## config.mk

```make
export PLATFORM = sky130hd
export DESIGN_NAME = flash_protection_controller
export DESIGN_NICKNAME = d
export VERILOG_FILES = /design/src/flash_protection_controller.v
export VERILOG_INCLUDE_DIRS = /design/src
export SDC_FILE = /design/constraint.sdc
export NUM_CORES = 1
export LEC_CHECK = 0
export ABC_CLOCK_PERIOD_IN_PS = 5300
export BUFFER_PORTS_ARGS = -buffer_cell sky130_fd_sc_hd__buf_2
export CORE_MARGIN = 5
export CORE_UTILIZATION = 30
export CTS_CLUSTER_DIAMETER = 200
export CTS_CLUSTER_SIZE = 14
export DETAILED_ROUTE_END_ITERATION = 6
export GPL_TIMING_DRIVEN = 1
export HOLD_SLACK_MARGIN = 0.15
export PLACE_DENSITY_LB_ADDON = 0.15
export SLEW_MARGIN = 15
export SYNTH_ARGS = -nofsm -noshare
export SYNTH_HDL_FRONTEND = slang
export SYNTH_SLANG_ARGS = --single-unit
```

## constraint.sdc

```tcl
create_clock -name CLK -period 5.3 [get_ports CLK]
set_clock_uncertainty 0.1 [all_clocks]
set_input_delay 0.53 -clock CLK [delete_from_list [all_inputs] [get_ports CLK]]
set_output_delay 0.53 -clock CLK [all_outputs]
set_load 0.01 [all_outputs]
```

## src/flash_prot_defines.vh

```
`ifndef FLASH_PROT_DEFINES_VH
`define FLASH_PROT_DEFINES_VH
// Register byte offsets
`define REG_FADDR      8'h00
`define REG_FDATA      8'h04
`define REG_CTRL       8'h08
`define REG_RIS        8'h0c
`define REG_IMR        8'h10
`define REG_MIS        8'h14
`define REG_PROT_SEL   8'h18
`define REG_PROT_VAL   8'h1c
`define REG_USER0      8'h20
`define REG_USER1      8'h24
`define REG_STAT       8'h28
// Control register bits
`define CTRL_PROG      0
`define CTRL_ERASE     1
`define CTRL_SAVE_PROT 2
`define CTRL_SAVE_USER 3
// Interrupt status bits
`define INT_PROGRAM    0
`define INT_ACCESS     1
`define INT_W          2
// Protection codes, ordered by stringency
`define PROT_READ_WRITE 2'h0
`define PROT_READ_ONLY  2'h1
`define PROT_EXEC_ONLY  2'h2
// Far-side operation codes
`define OP_PROG        2'h0
`define OP_ERASE       2'h1
`define OP_SAVE_PROT   2'h2
`define OP_SAVE_USER   2'h3
// Region and erase block sizes as address bit positions
`define REGION_SHIFT   11
`define BLOCK_SHIFT    10
`endif

```

## src/flash_protection_controller.v

```verilog
// Overview of operation
// [RL1] Interrupt status readable raw and masked by the enable register.
// [RL2] Status has a program/erase done flag and an access violation flag.
// [RL3] Requester programs whole words; address and count multiples of four.
// [RL4] Requester writes each word once between erases of its page.
// [RL5] One protection state per 2 kB region: read/write, read-only, exec-only.
// [RL6] Read-only allows read and fetch; exec-only allows only fetch.
// [RL7] Protection changes only toward stricter; loosening blocked in hardware.
// [RL8] Exec-only regions ignore any further protection change.
// [RL9] Uncommitted changes act at once but last only until reset.
// [RL10] Commit makes protection permanent and signals completion.
// [RL11] Two user registers, 0 and 1, readable and writable.
// [RL12] Separate commit makes user registers permanent.
// [RL13] Access flag on program/erase of protected or data read of exec-only.
// [RL14] Erase sets a whole block to ones; program only clears bits.
// [RL15] Only enabled interrupt sources drive the interrupt output.
// [RL16] Writing one clears a raw status flag; zero leaves it.
// [RL17] Error status on failed, protected or invalid program/erase/commit.
`timescale 1ns/100ps
`default_nettype none
`include "flash_prot_defines.vh"

module flash_protection_controller #(
  parameter ADDR_W  = 17,
  parameter REGIONS = 64
) (
  input  wire                 CLK,
  input  wire                 SYS_RST,
  input  wire [7:0]           REG_ADDR,
  input  wire [31:0]          REG_WDATA,
  input  wire                 REG_WR,
  input  wire                 REG_RD,
  output reg  [31:0]          REG_RDATA,
  input  wire                 ACC_VALID,
  input  wire                 ACC_FETCH,
  input  wire [ADDR_W-1:0]    ACC_ADDR,
  output wire                 ACC_GRANT,
  output reg                  FL_START,
  output reg  [1:0]           FL_OP,
  output reg  [ADDR_W-1:0]    FL_ADDR,
  output reg  [31:0]          FL_WDATA,
  input  wire                 FL_DONE,
  input  wire                 FL_FAIL,
  output reg  [2*REGIONS-1:0] PROT_STATE,
  output reg  [31:0]          USER0,
  output reg  [31:0]          USER1,
  input  wire [2*REGIONS-1:0] NV_PROT,
  input  wire [31:0]          NV_USER0,
  input  wire [31:0]          NV_USER1,
  output wire                 IRQ
);

  // Sequencer states: one far-side operation runs at a time
  localparam ST_IDLE = 1'b0;
  localparam ST_BUSY = 1'b1;

  // Software-visible state and per-cycle decode results
  reg               state;
  reg               load_pend;
  reg [ADDR_W-1:0]  faddr;
  reg [31:0]        fdata;
  reg [`INT_W-1:0]  ris;
  reg [`INT_W-1:0]  imr;
  reg [5:0]         prot_sel;
  reg               err;
  reg               next_err;
  reg               start_op;
  reg [1:0]         start_code;
  reg               op_viol;
  reg               prot_viol;
  reg               prot_bad;
  reg [`INT_W-1:0]  set_ris;
  reg [31:0]        rd_val;

  // Region index of a flash byte address
  // Six index bits cover the 64 regions of a full-size array
  function [5:0] region_of;
    input [ADDR_W-1:0] a;
    begin
      region_of = a[`REGION_SHIFT+5:`REGION_SHIFT];
    end
  endfunction

  // Protection code held for one region
  // Two bits per region: region i sits at bits 2i+1 and 2i
  function [1:0] prot_at;
    input [2*REGIONS-1:0] p;
    input [5:0]           idx;
    begin
      prot_at = p[idx*2 +: 2];
    end
  endfunction

  // Codes seen by the access port, the pending operation and the window
  wire [1:0] acc_prot = prot_at(PROT_STATE, region_of(ACC_ADDR));
  wire [1:0] op_prot  = prot_at(PROT_STATE, region_of(faddr));
  wire [1:0] sel_prot = prot_at(PROT_STATE, prot_sel);
  wire [1:0] new_prot = REG_WDATA[1:0];
  wire       wr_ctrl  = REG_WR && (REG_ADDR == `REG_CTRL);
  wire       wr_prot  = REG_WR && (REG_ADDR == `REG_PROT_VAL);
  wire       data_rd  = ACC_VALID && !ACC_FETCH;

  // One decode per software register; the strobe lasts a single cycle,
  // so each decode is high at exactly one edge per write.
  wire       wr_faddr = REG_WR && (REG_ADDR == `REG_FADDR);
  wire       wr_fdata = REG_WR && (REG_ADDR == `REG_FDATA);
  wire       wr_ris   = REG_WR && (REG_ADDR == `REG_RIS);
  wire       wr_imr   = REG_WR && (REG_ADDR == `REG_IMR);
  wire       wr_sel   = REG_WR && (REG_ADDR == `REG_PROT_SEL);
  wire       wr_user0 = REG_WR && (REG_ADDR == `REG_USER0);
  wire       wr_user1 = REG_WR && (REG_ADDR == `REG_USER1);

  // Completion counts only while an operation runs; a stray done pulse
  // from the array while idle is ignored rather than reported.
  wire       op_done  = (state == ST_BUSY) && FL_DONE;

  // A refused protection write: loosening, an unknown code, a region
  // beyond the array or a region already frozen in exec-only.
  wire       prot_nak = wr_prot && (prot_bad || prot_viol); // [RL7] [RL8]

  // Fetch is always allowed; data reads are refused only in exec-only
  // regions. Debugger reads arrive on the same port as data reads.
  // Combinational, so a fetch never loses a cycle to the check.
  assign ACC_GRANT = ACC_VALID &&
                     (ACC_FETCH || acc_prot != `PROT_EXEC_ONLY); // [RL6]

  // Interrupt output follows only the enabled raw flags
  // Level output: it drops as soon as the flag is cleared or masked
  assign IRQ = |(ris & imr); // [RL15]

  // Classify a control write: which operation and whether it is refused.
  // A control write while busy is dropped without touching the error bit,
  // so software must poll busy before starting the next operation.
  // Priority follows bit order: program, erase, then the two commits.
  always @* begin
    start_op   = 1'b0;
    start_code = `OP_PROG;
    op_viol    = 1'b0;
    next_err   = err;
    if (wr_ctrl && state == ST_IDLE) begin
      if (REG_WDATA[`CTRL_PROG]) begin
        start_code = `OP_PROG;
        start_op   = 1'b1;
      end else if (REG_WDATA[`CTRL_ERASE]) begin
        start_code = `OP_ERASE;
        start_op   = 1'b1;
      end else if (REG_WDATA[`CTRL_SAVE_PROT]) begin
        start_code = `OP_SAVE_PROT;
        start_op   = 1'b1;
      end else if (REG_WDATA[`CTRL_SAVE_USER]) begin
        start_code = `OP_SAVE_USER;
        start_op   = 1'b1;
      end
      // Program and erase may not touch read-only or exec-only regions
      if (start_op && (start_code == `OP_PROG ||
                       start_code == `OP_ERASE) &&
          op_prot != `PROT_READ_WRITE) begin
        op_viol  = 1'b1; // [RL6] [RL13]
      end
      if (start_op) begin
        // Misaligned word or region beyond the array is an error too
        next_err = op_viol ||
                   (start_code == `OP_PROG && faddr[1:0] != 2'h0) ||
                   region_of(faddr) >= REGIONS; // [RL3] [RL17]
      end
    end
    // The error bit reports the last event that could fail: an
    // operation start, its completion, or a protection write.
    if (op_done) begin
      next_err = FL_FAIL; // [RL17]
    end
    if (wr_prot) begin
      next_err = prot_nak; // [RL7] [RL17]
    end
    // Completion and a protection write in one edge: a failure from
    // either one must stay visible, so neither may hide the other.
    if (op_done && wr_prot) begin
      next_err = FL_FAIL || prot_nak; // [RL17]
    end
  end

  // A protection write is refused when it loosens, names a code that does
  // not exist, or targets an exec-only region.
  // Equal codes pass, so rewriting a read/write or read-only code is quiet.
  always @* begin
    prot_bad  = (new_prot > `PROT_EXEC_ONLY) || (prot_sel >= REGIONS);
    prot_viol = (new_prot < sel_prot) ||
                (sel_prot == `PROT_EXEC_ONLY); // [RL7] [RL8]
  end

  // Events for the raw status register
  // Refused operations never reach the array, so they never set done
  always @* begin
    set_ris = {`INT_W{1'b0}};
    set_ris[`INT_PROGRAM] = op_done; // [RL2] [RL10]
    set_ris[`INT_ACCESS]  = op_viol ||
                            (data_rd && !ACC_GRANT); // [RL2] [RL13]
  end

  // Operation sequencer towards the flash array
  // FL_OP, FL_ADDR and FL_WDATA hold until the next start, so the array
  // may sample them at any point while the operation runs.
  always @(posedge CLK) begin
    if (SYS_RST) begin
      state    <= ST_IDLE;
      FL_START <= 1'b0;
      FL_OP    <= `OP_PROG;
      FL_ADDR  <= {ADDR_W{1'b0}};
      FL_WDATA <= 32'h0;
    end else begin
      FL_START <= 1'b0;
      case (state)
        ST_IDLE: begin
          // Refused requests stay idle; the error bit tells why
          if (start_op && !next_err) begin
            FL_START <= 1'b1;
            FL_OP    <= start_code;
            FL_WDATA <= fdata;
            state    <= ST_BUSY;
            if (start_code == `OP_ERASE) begin
              // Erase covers the whole block, which the array sets to ones
              FL_ADDR <= {faddr[ADDR_W-1:`BLOCK_SHIFT],
                          {`BLOCK_SHIFT{1'b0}}}; // [RL14]
            end else begin
              FL_ADDR <= faddr;
            end
          end
        end
        ST_BUSY: begin
          // Completion is signalled by the array for all four operations
          // Its fail line is only trusted beside the done pulse
          if (FL_DONE) begin
            state <= ST_IDLE; // [RL10] [RL12]
          end
        end
        default: begin
          // Unused code: fall back to idle
          state <= ST_IDLE;
        end
      endcase
    end
  end

  // Programming presents a word whose zero bits are the bits to clear;
  // the array never turns a zero back into a one without an erase.
  // Re-programming a word before its page is erased is the caller's
  // responsibility and is not checked here. [RL4] [RL14]

  // Protection state: reset clears it, then the committed copy is loaded
  // in the first cycle after release. Writes act at once. [RL5] [RL9]
  // A user or protection write in that load cycle is lost under the
  // committed copy, so software waits one cycle after reset. Commit
  // sends nothing back: the array keeps its own copy until next reset.
  always @(posedge CLK) begin
    if (SYS_RST) begin
      PROT_STATE <= {2*REGIONS{1'b0}};
      USER0      <= 32'h0;
      USER1      <= 32'h0;
      load_pend  <= 1'b1;
    end else if (load_pend) begin
      PROT_STATE <= NV_PROT; // [RL9] [RL10]
      USER0      <= NV_USER0; // [RL12]
      USER1      <= NV_USER1;
      load_pend  <= 1'b0;
    end else begin
      if (wr_prot && !prot_bad && !prot_viol) begin
        PROT_STATE[prot_sel*2 +: 2] <= new_prot; // [RL7] [RL9]
      end
      if (wr_user0) begin
        USER0 <= REG_WDATA; // [RL11]
      end
      if (wr_user1) begin
        USER1 <= REG_WDATA; // [RL11]
      end
    end
  end

  // Software registers; a set in the clear cycle wins over the clear
  // Mask and select are plain storage; only the raw flags have side
  // effects, and the set term is ORed in after the clear.
  always @(posedge CLK) begin
    if (SYS_RST) begin
      faddr    <= {ADDR_W{1'b0}};
      fdata    <= 32'h0;
      ris      <= {`INT_W{1'b0}};
      imr      <= {`INT_W{1'b0}};
      prot_sel <= 6'h0;
      err      <= 1'b0;
    end else begin
      err <= next_err;
      if (wr_faddr) begin
        faddr <= REG_WDATA[ADDR_W-1:0];
      end
      if (wr_fdata) begin
        fdata <= REG_WDATA;
      end
      if (wr_imr) begin
        imr <= REG_WDATA[`INT_W-1:0];
      end
      if (wr_sel) begin
        prot_sel <= REG_WDATA[5:0];
      end
      if (wr_ris) begin
        ris <= (ris & ~REG_WDATA[`INT_W-1:0]) | set_ris; // [RL16]
      end else begin
        ris <= ris | set_ris; // [RL2]
      end
    end
  end

  // Read multiplexer; unmapped offsets read as zero
  // Busy is the only readable control bit; start bits do not stay set
  always @* begin
    rd_val = 32'h0;
    case (REG_ADDR)
      `REG_FADDR:    rd_val[ADDR_W-1:0] = faddr;
      `REG_FDATA:    rd_val = fdata;
      `REG_CTRL:     rd_val[0] = state;
      `REG_RIS:      rd_val[`INT_W-1:0] = ris; // [RL1]
      `REG_IMR:      rd_val[`INT_W-1:0] = imr;
      `REG_MIS:      rd_val[`INT_W-1:0] = ris & imr; // [RL1]
      `REG_PROT_SEL: rd_val[5:0] = prot_sel;
      `REG_PROT_VAL: rd_val[1:0] = sel_prot; // [RL5]
      `REG_USER0:    rd_val = USER0; // [RL11]
      `REG_USER1:    rd_val = USER1;
      `REG_STAT:     rd_val[0] = err; // [RL17]
      default:       rd_val = 32'h0;
    endcase
  end

  // Read data stands only in the cycle after the strobe
  // Zero outside that cycle keeps stale data off a shared return path
  always @(posedge CLK) begin
    if (SYS_RST) begin
      REG_RDATA <= 32'h0;
    end else if (REG_RD) begin
      REG_RDATA <= rd_val;
    end else begin
      REG_RDATA <= 32'h0;
    end
  end

endmodule // flash_protection_controller
`default_nettype wire

```

==> flow_summary.ini <==
[grt]
grt_start_max_net_pins = 80
grt.total_usage = 0.272
grt_antenna_before_repair = 3
overflow = 0
grt_pass1_wl_microns = 134000
first_global_vias = 20000

[layout]
syn_to_final_growth_pct = 32.9
num-nets-final = 3096
fillers = 6098
multiInputGateArea_sq_mm = 0.0103
drive_gt1_frac = 0.239
regArea_sq_mm = 0.00677

[floorplan]
pin_count = 535
die_width_microns = 255
die_area_sq_mm = 0.0650
rows = 89
core_area_sq_mm = 0.0592
die_h_microns = 255
start_util = 0.304

[timing]
fin_crit_ps = 4610
setup_violations = 0
rsz0062_at_grt = no
setup-tns-final_ps = 0
slew_viol_final = 0
finalWorstSetupSlack_ps = 692
hold_ws_ps = 171
fmax_mhz = 217
max-slew-margin-rel = 0.252
max_slew.worst_pin.slew_ps = 1110
post-route-period-util = 0.869
hold_viol = 0

[synthesis]
yosysTopAreaCellShare = 0.376
synth_nets = 2492
syn_area_per_cell_sq_um = 8.06
ys.warnings.count = 0
synth_seq_area_share = 0.376
synthTopCellsByCount = dfxtp_1 (338), nand2_1 (317), nor2_1 (233), a21oi_1 (200), clkbuf_1 (142)
yosys.area.top_type = dfxtp_1
synth_edf_count = 0
post-synth-top-count-cell = dfxtp_1
yosysUniqueCellTypes = 71
synth-seq-cells = 338
synth_ff_type = dfxtp_1
synth_area_leaders = dfxtp_1 (38%), nand2_1 (6.6%), a21oi_1 (5.6%)
synth_area_sq_mm = 0.0180
async_reset_ff_frac = 0
syn_inst = 2232

[drt]
post_drt_via_cell_ratio = 5.75
ant_nets = 0
drt_iter0_drc = 2095
wirelength_microns = 94700
detail_route.drc_violations = 1
wl_per_cell_microns = 26.2
first_pass_iters = 7
via_count = 20800

[placed_design]
post-dp-hpwl_microns = 70200
preCtsSetupSlack_ps = 801
portBuffers = 523
place_congestion = 0.981

[clock_tree]
cts_resized = 0
cts.sinks = 338
cts_buffers = 28
ctsHoldBuffers = 194
htree_levels = 1
clk-insertion-delay-late_ps = 600
clkTransAtPathRegs_ps = 80
cts_buffer_depth = 3
cts_tree = built
post_cts_buffers = 0
ctsRootBufferMaster = clkbuf_16

[run]
maxCapViolCount = 0

[critical_path]
cp-start-kind = register
crit_required_ps = 5720
end_kind = register
worstPathMaxFanout = 22
crit_type = register to register
worstPathArrival_ps = 5020

[power_and_ir_drop]
ir_drop_uv = 208
p_leak_uw = 0.00956
power_density_mw_per_mm2 = 234

[run_status]
violations = design-rule violations
outcome = finished, violations left

[min_path]
hold_class = input pin to register
## power breakdown
part	internal (uW)	switching [uW]	leakage, uW
Combinational	396	443	0.00643
Sequential	2630	167	0.00277
Clock	947	1020	0.000365
## layer usage
metal / up-vias / share of wire / wire length [microns] / track usage
met3: 215 / 0.088 / 8320 / 0.0583
met1: 10100 / 0.41 / 38800 / 0.361
met4: 2 / 0.041 / 3840 / 0.0935
met2: 1124 / 0.46 / 43700 / 0.443
li1: 9368 / - / - / -
met5: - / 0.00014 / 13 / 0
## critical path, stage by stage (launching register included)
cell and delay, ps:
dfxtp_2 740, mux4_2 580, mux2i_1 310, a221oi_1 160, a22oi_2 360, ha_1 240
o21ai_0 130, nor3_2 410, nand3_4 380, buf_4 340, or4_1 550, a31oi_1 190
## state kept, by name, summed over array words and instances, names as in the netlist, 2 cells and up
name,cells
FL_WDATA,32
REG_RDATA,32
FL_ADDR,17
USER1,32
ris,2
imr,2
FL_OP,2
USER0,32
PROT_STATE,128
fdata,32
prot_sel,6
faddr,17
## cell type report
type                       count  area share
tap                          773      0.0404
multi-input combinational   1650       0.429
antenna                        3    0.000314
inverter                      56     0.00884
clock inverter                 2     0.00194
timing repair buffer         762       0.207
clock buffer                  29      0.0295
sequential                   338       0.283
## cells by family (layout without fill, tap and decap cells)
| group | after synthesis | after routing | synth area share |
|---|---|---|---|
| DFF | 338 | 338 | 0.376 |
| adders and majority gates | 3 | 3 | 0.00209 |
| buffers and inverters | 244 | 849 | 0.0556 |
| muxes | 128 | 128 | 0.0991 |
| AOI/OAI and AO/OA | 598 | 598 | 0.226 |
| and+or+nand+nor | 916 | 916 | 0.239 |
| xor gates and xnor gates | 5 | 5 | 0.00243 |
| other | 0 | 3 | 0 |
## placed cells by master, fill, tap and decap left out, types with 7 or more instances in the layout
cell / n
a22oi_1: 37
o211ai_1: 17
nor2_1: 230
clkbuf_16: 28
dlygate4sd3_1: 194
nand4_1: 19
a222oi_1: 7
a311oi_1: 37
dfxtp_1: 334
a31oi_1: 80
nor2b_1: 10
nand2b_1: 12
o21ai_0: 50
nand3b_1: 16
a221oi_1: 9
nor3_1: 59
or4_1: 13
mux2i_1: 78
o31ai_1: 20
o311ai_0: 15
and2_1: 60
or3_1: 15
nor3b_1: 34
a211oi_1: 8
nand3_1: 98
mux4_2: 39
a221o_1: 57
inv_1: 54
nor4_1: 11
buf_4: 42
a21oi_1: 200
buf_2: 522
nand2_1: 317
mux2_2: 11
## path summary, 6_finish.rpt
check         startpoint             end  slack (ps)  cells after the start
max reg2reg  prot_sel[0]  PROT_STATE[26]         690                     11
min          NV_PROT[19]  PROT_STATE[19]         170                      3
min reg2reg     FL_OP[1]        FL_OP[1]         360                      2
max          prot_sel[0]  PROT_STATE[26]         690                     11
## per-stage QoR
stage	cell area [sq um]	power, uW	utilization	cells
after floorplan	18000	3150	-	2232
after global placement	21200	3550	0.358	3385
after detailed placement	21200	3560	0.358	3385
after CTS	23900	5640	0.404	3610
after global routing	23900	5780	0.404	3612
final	23900	5600	0.404	3613
Note: power is estimated with default switching activity, not from simulation.
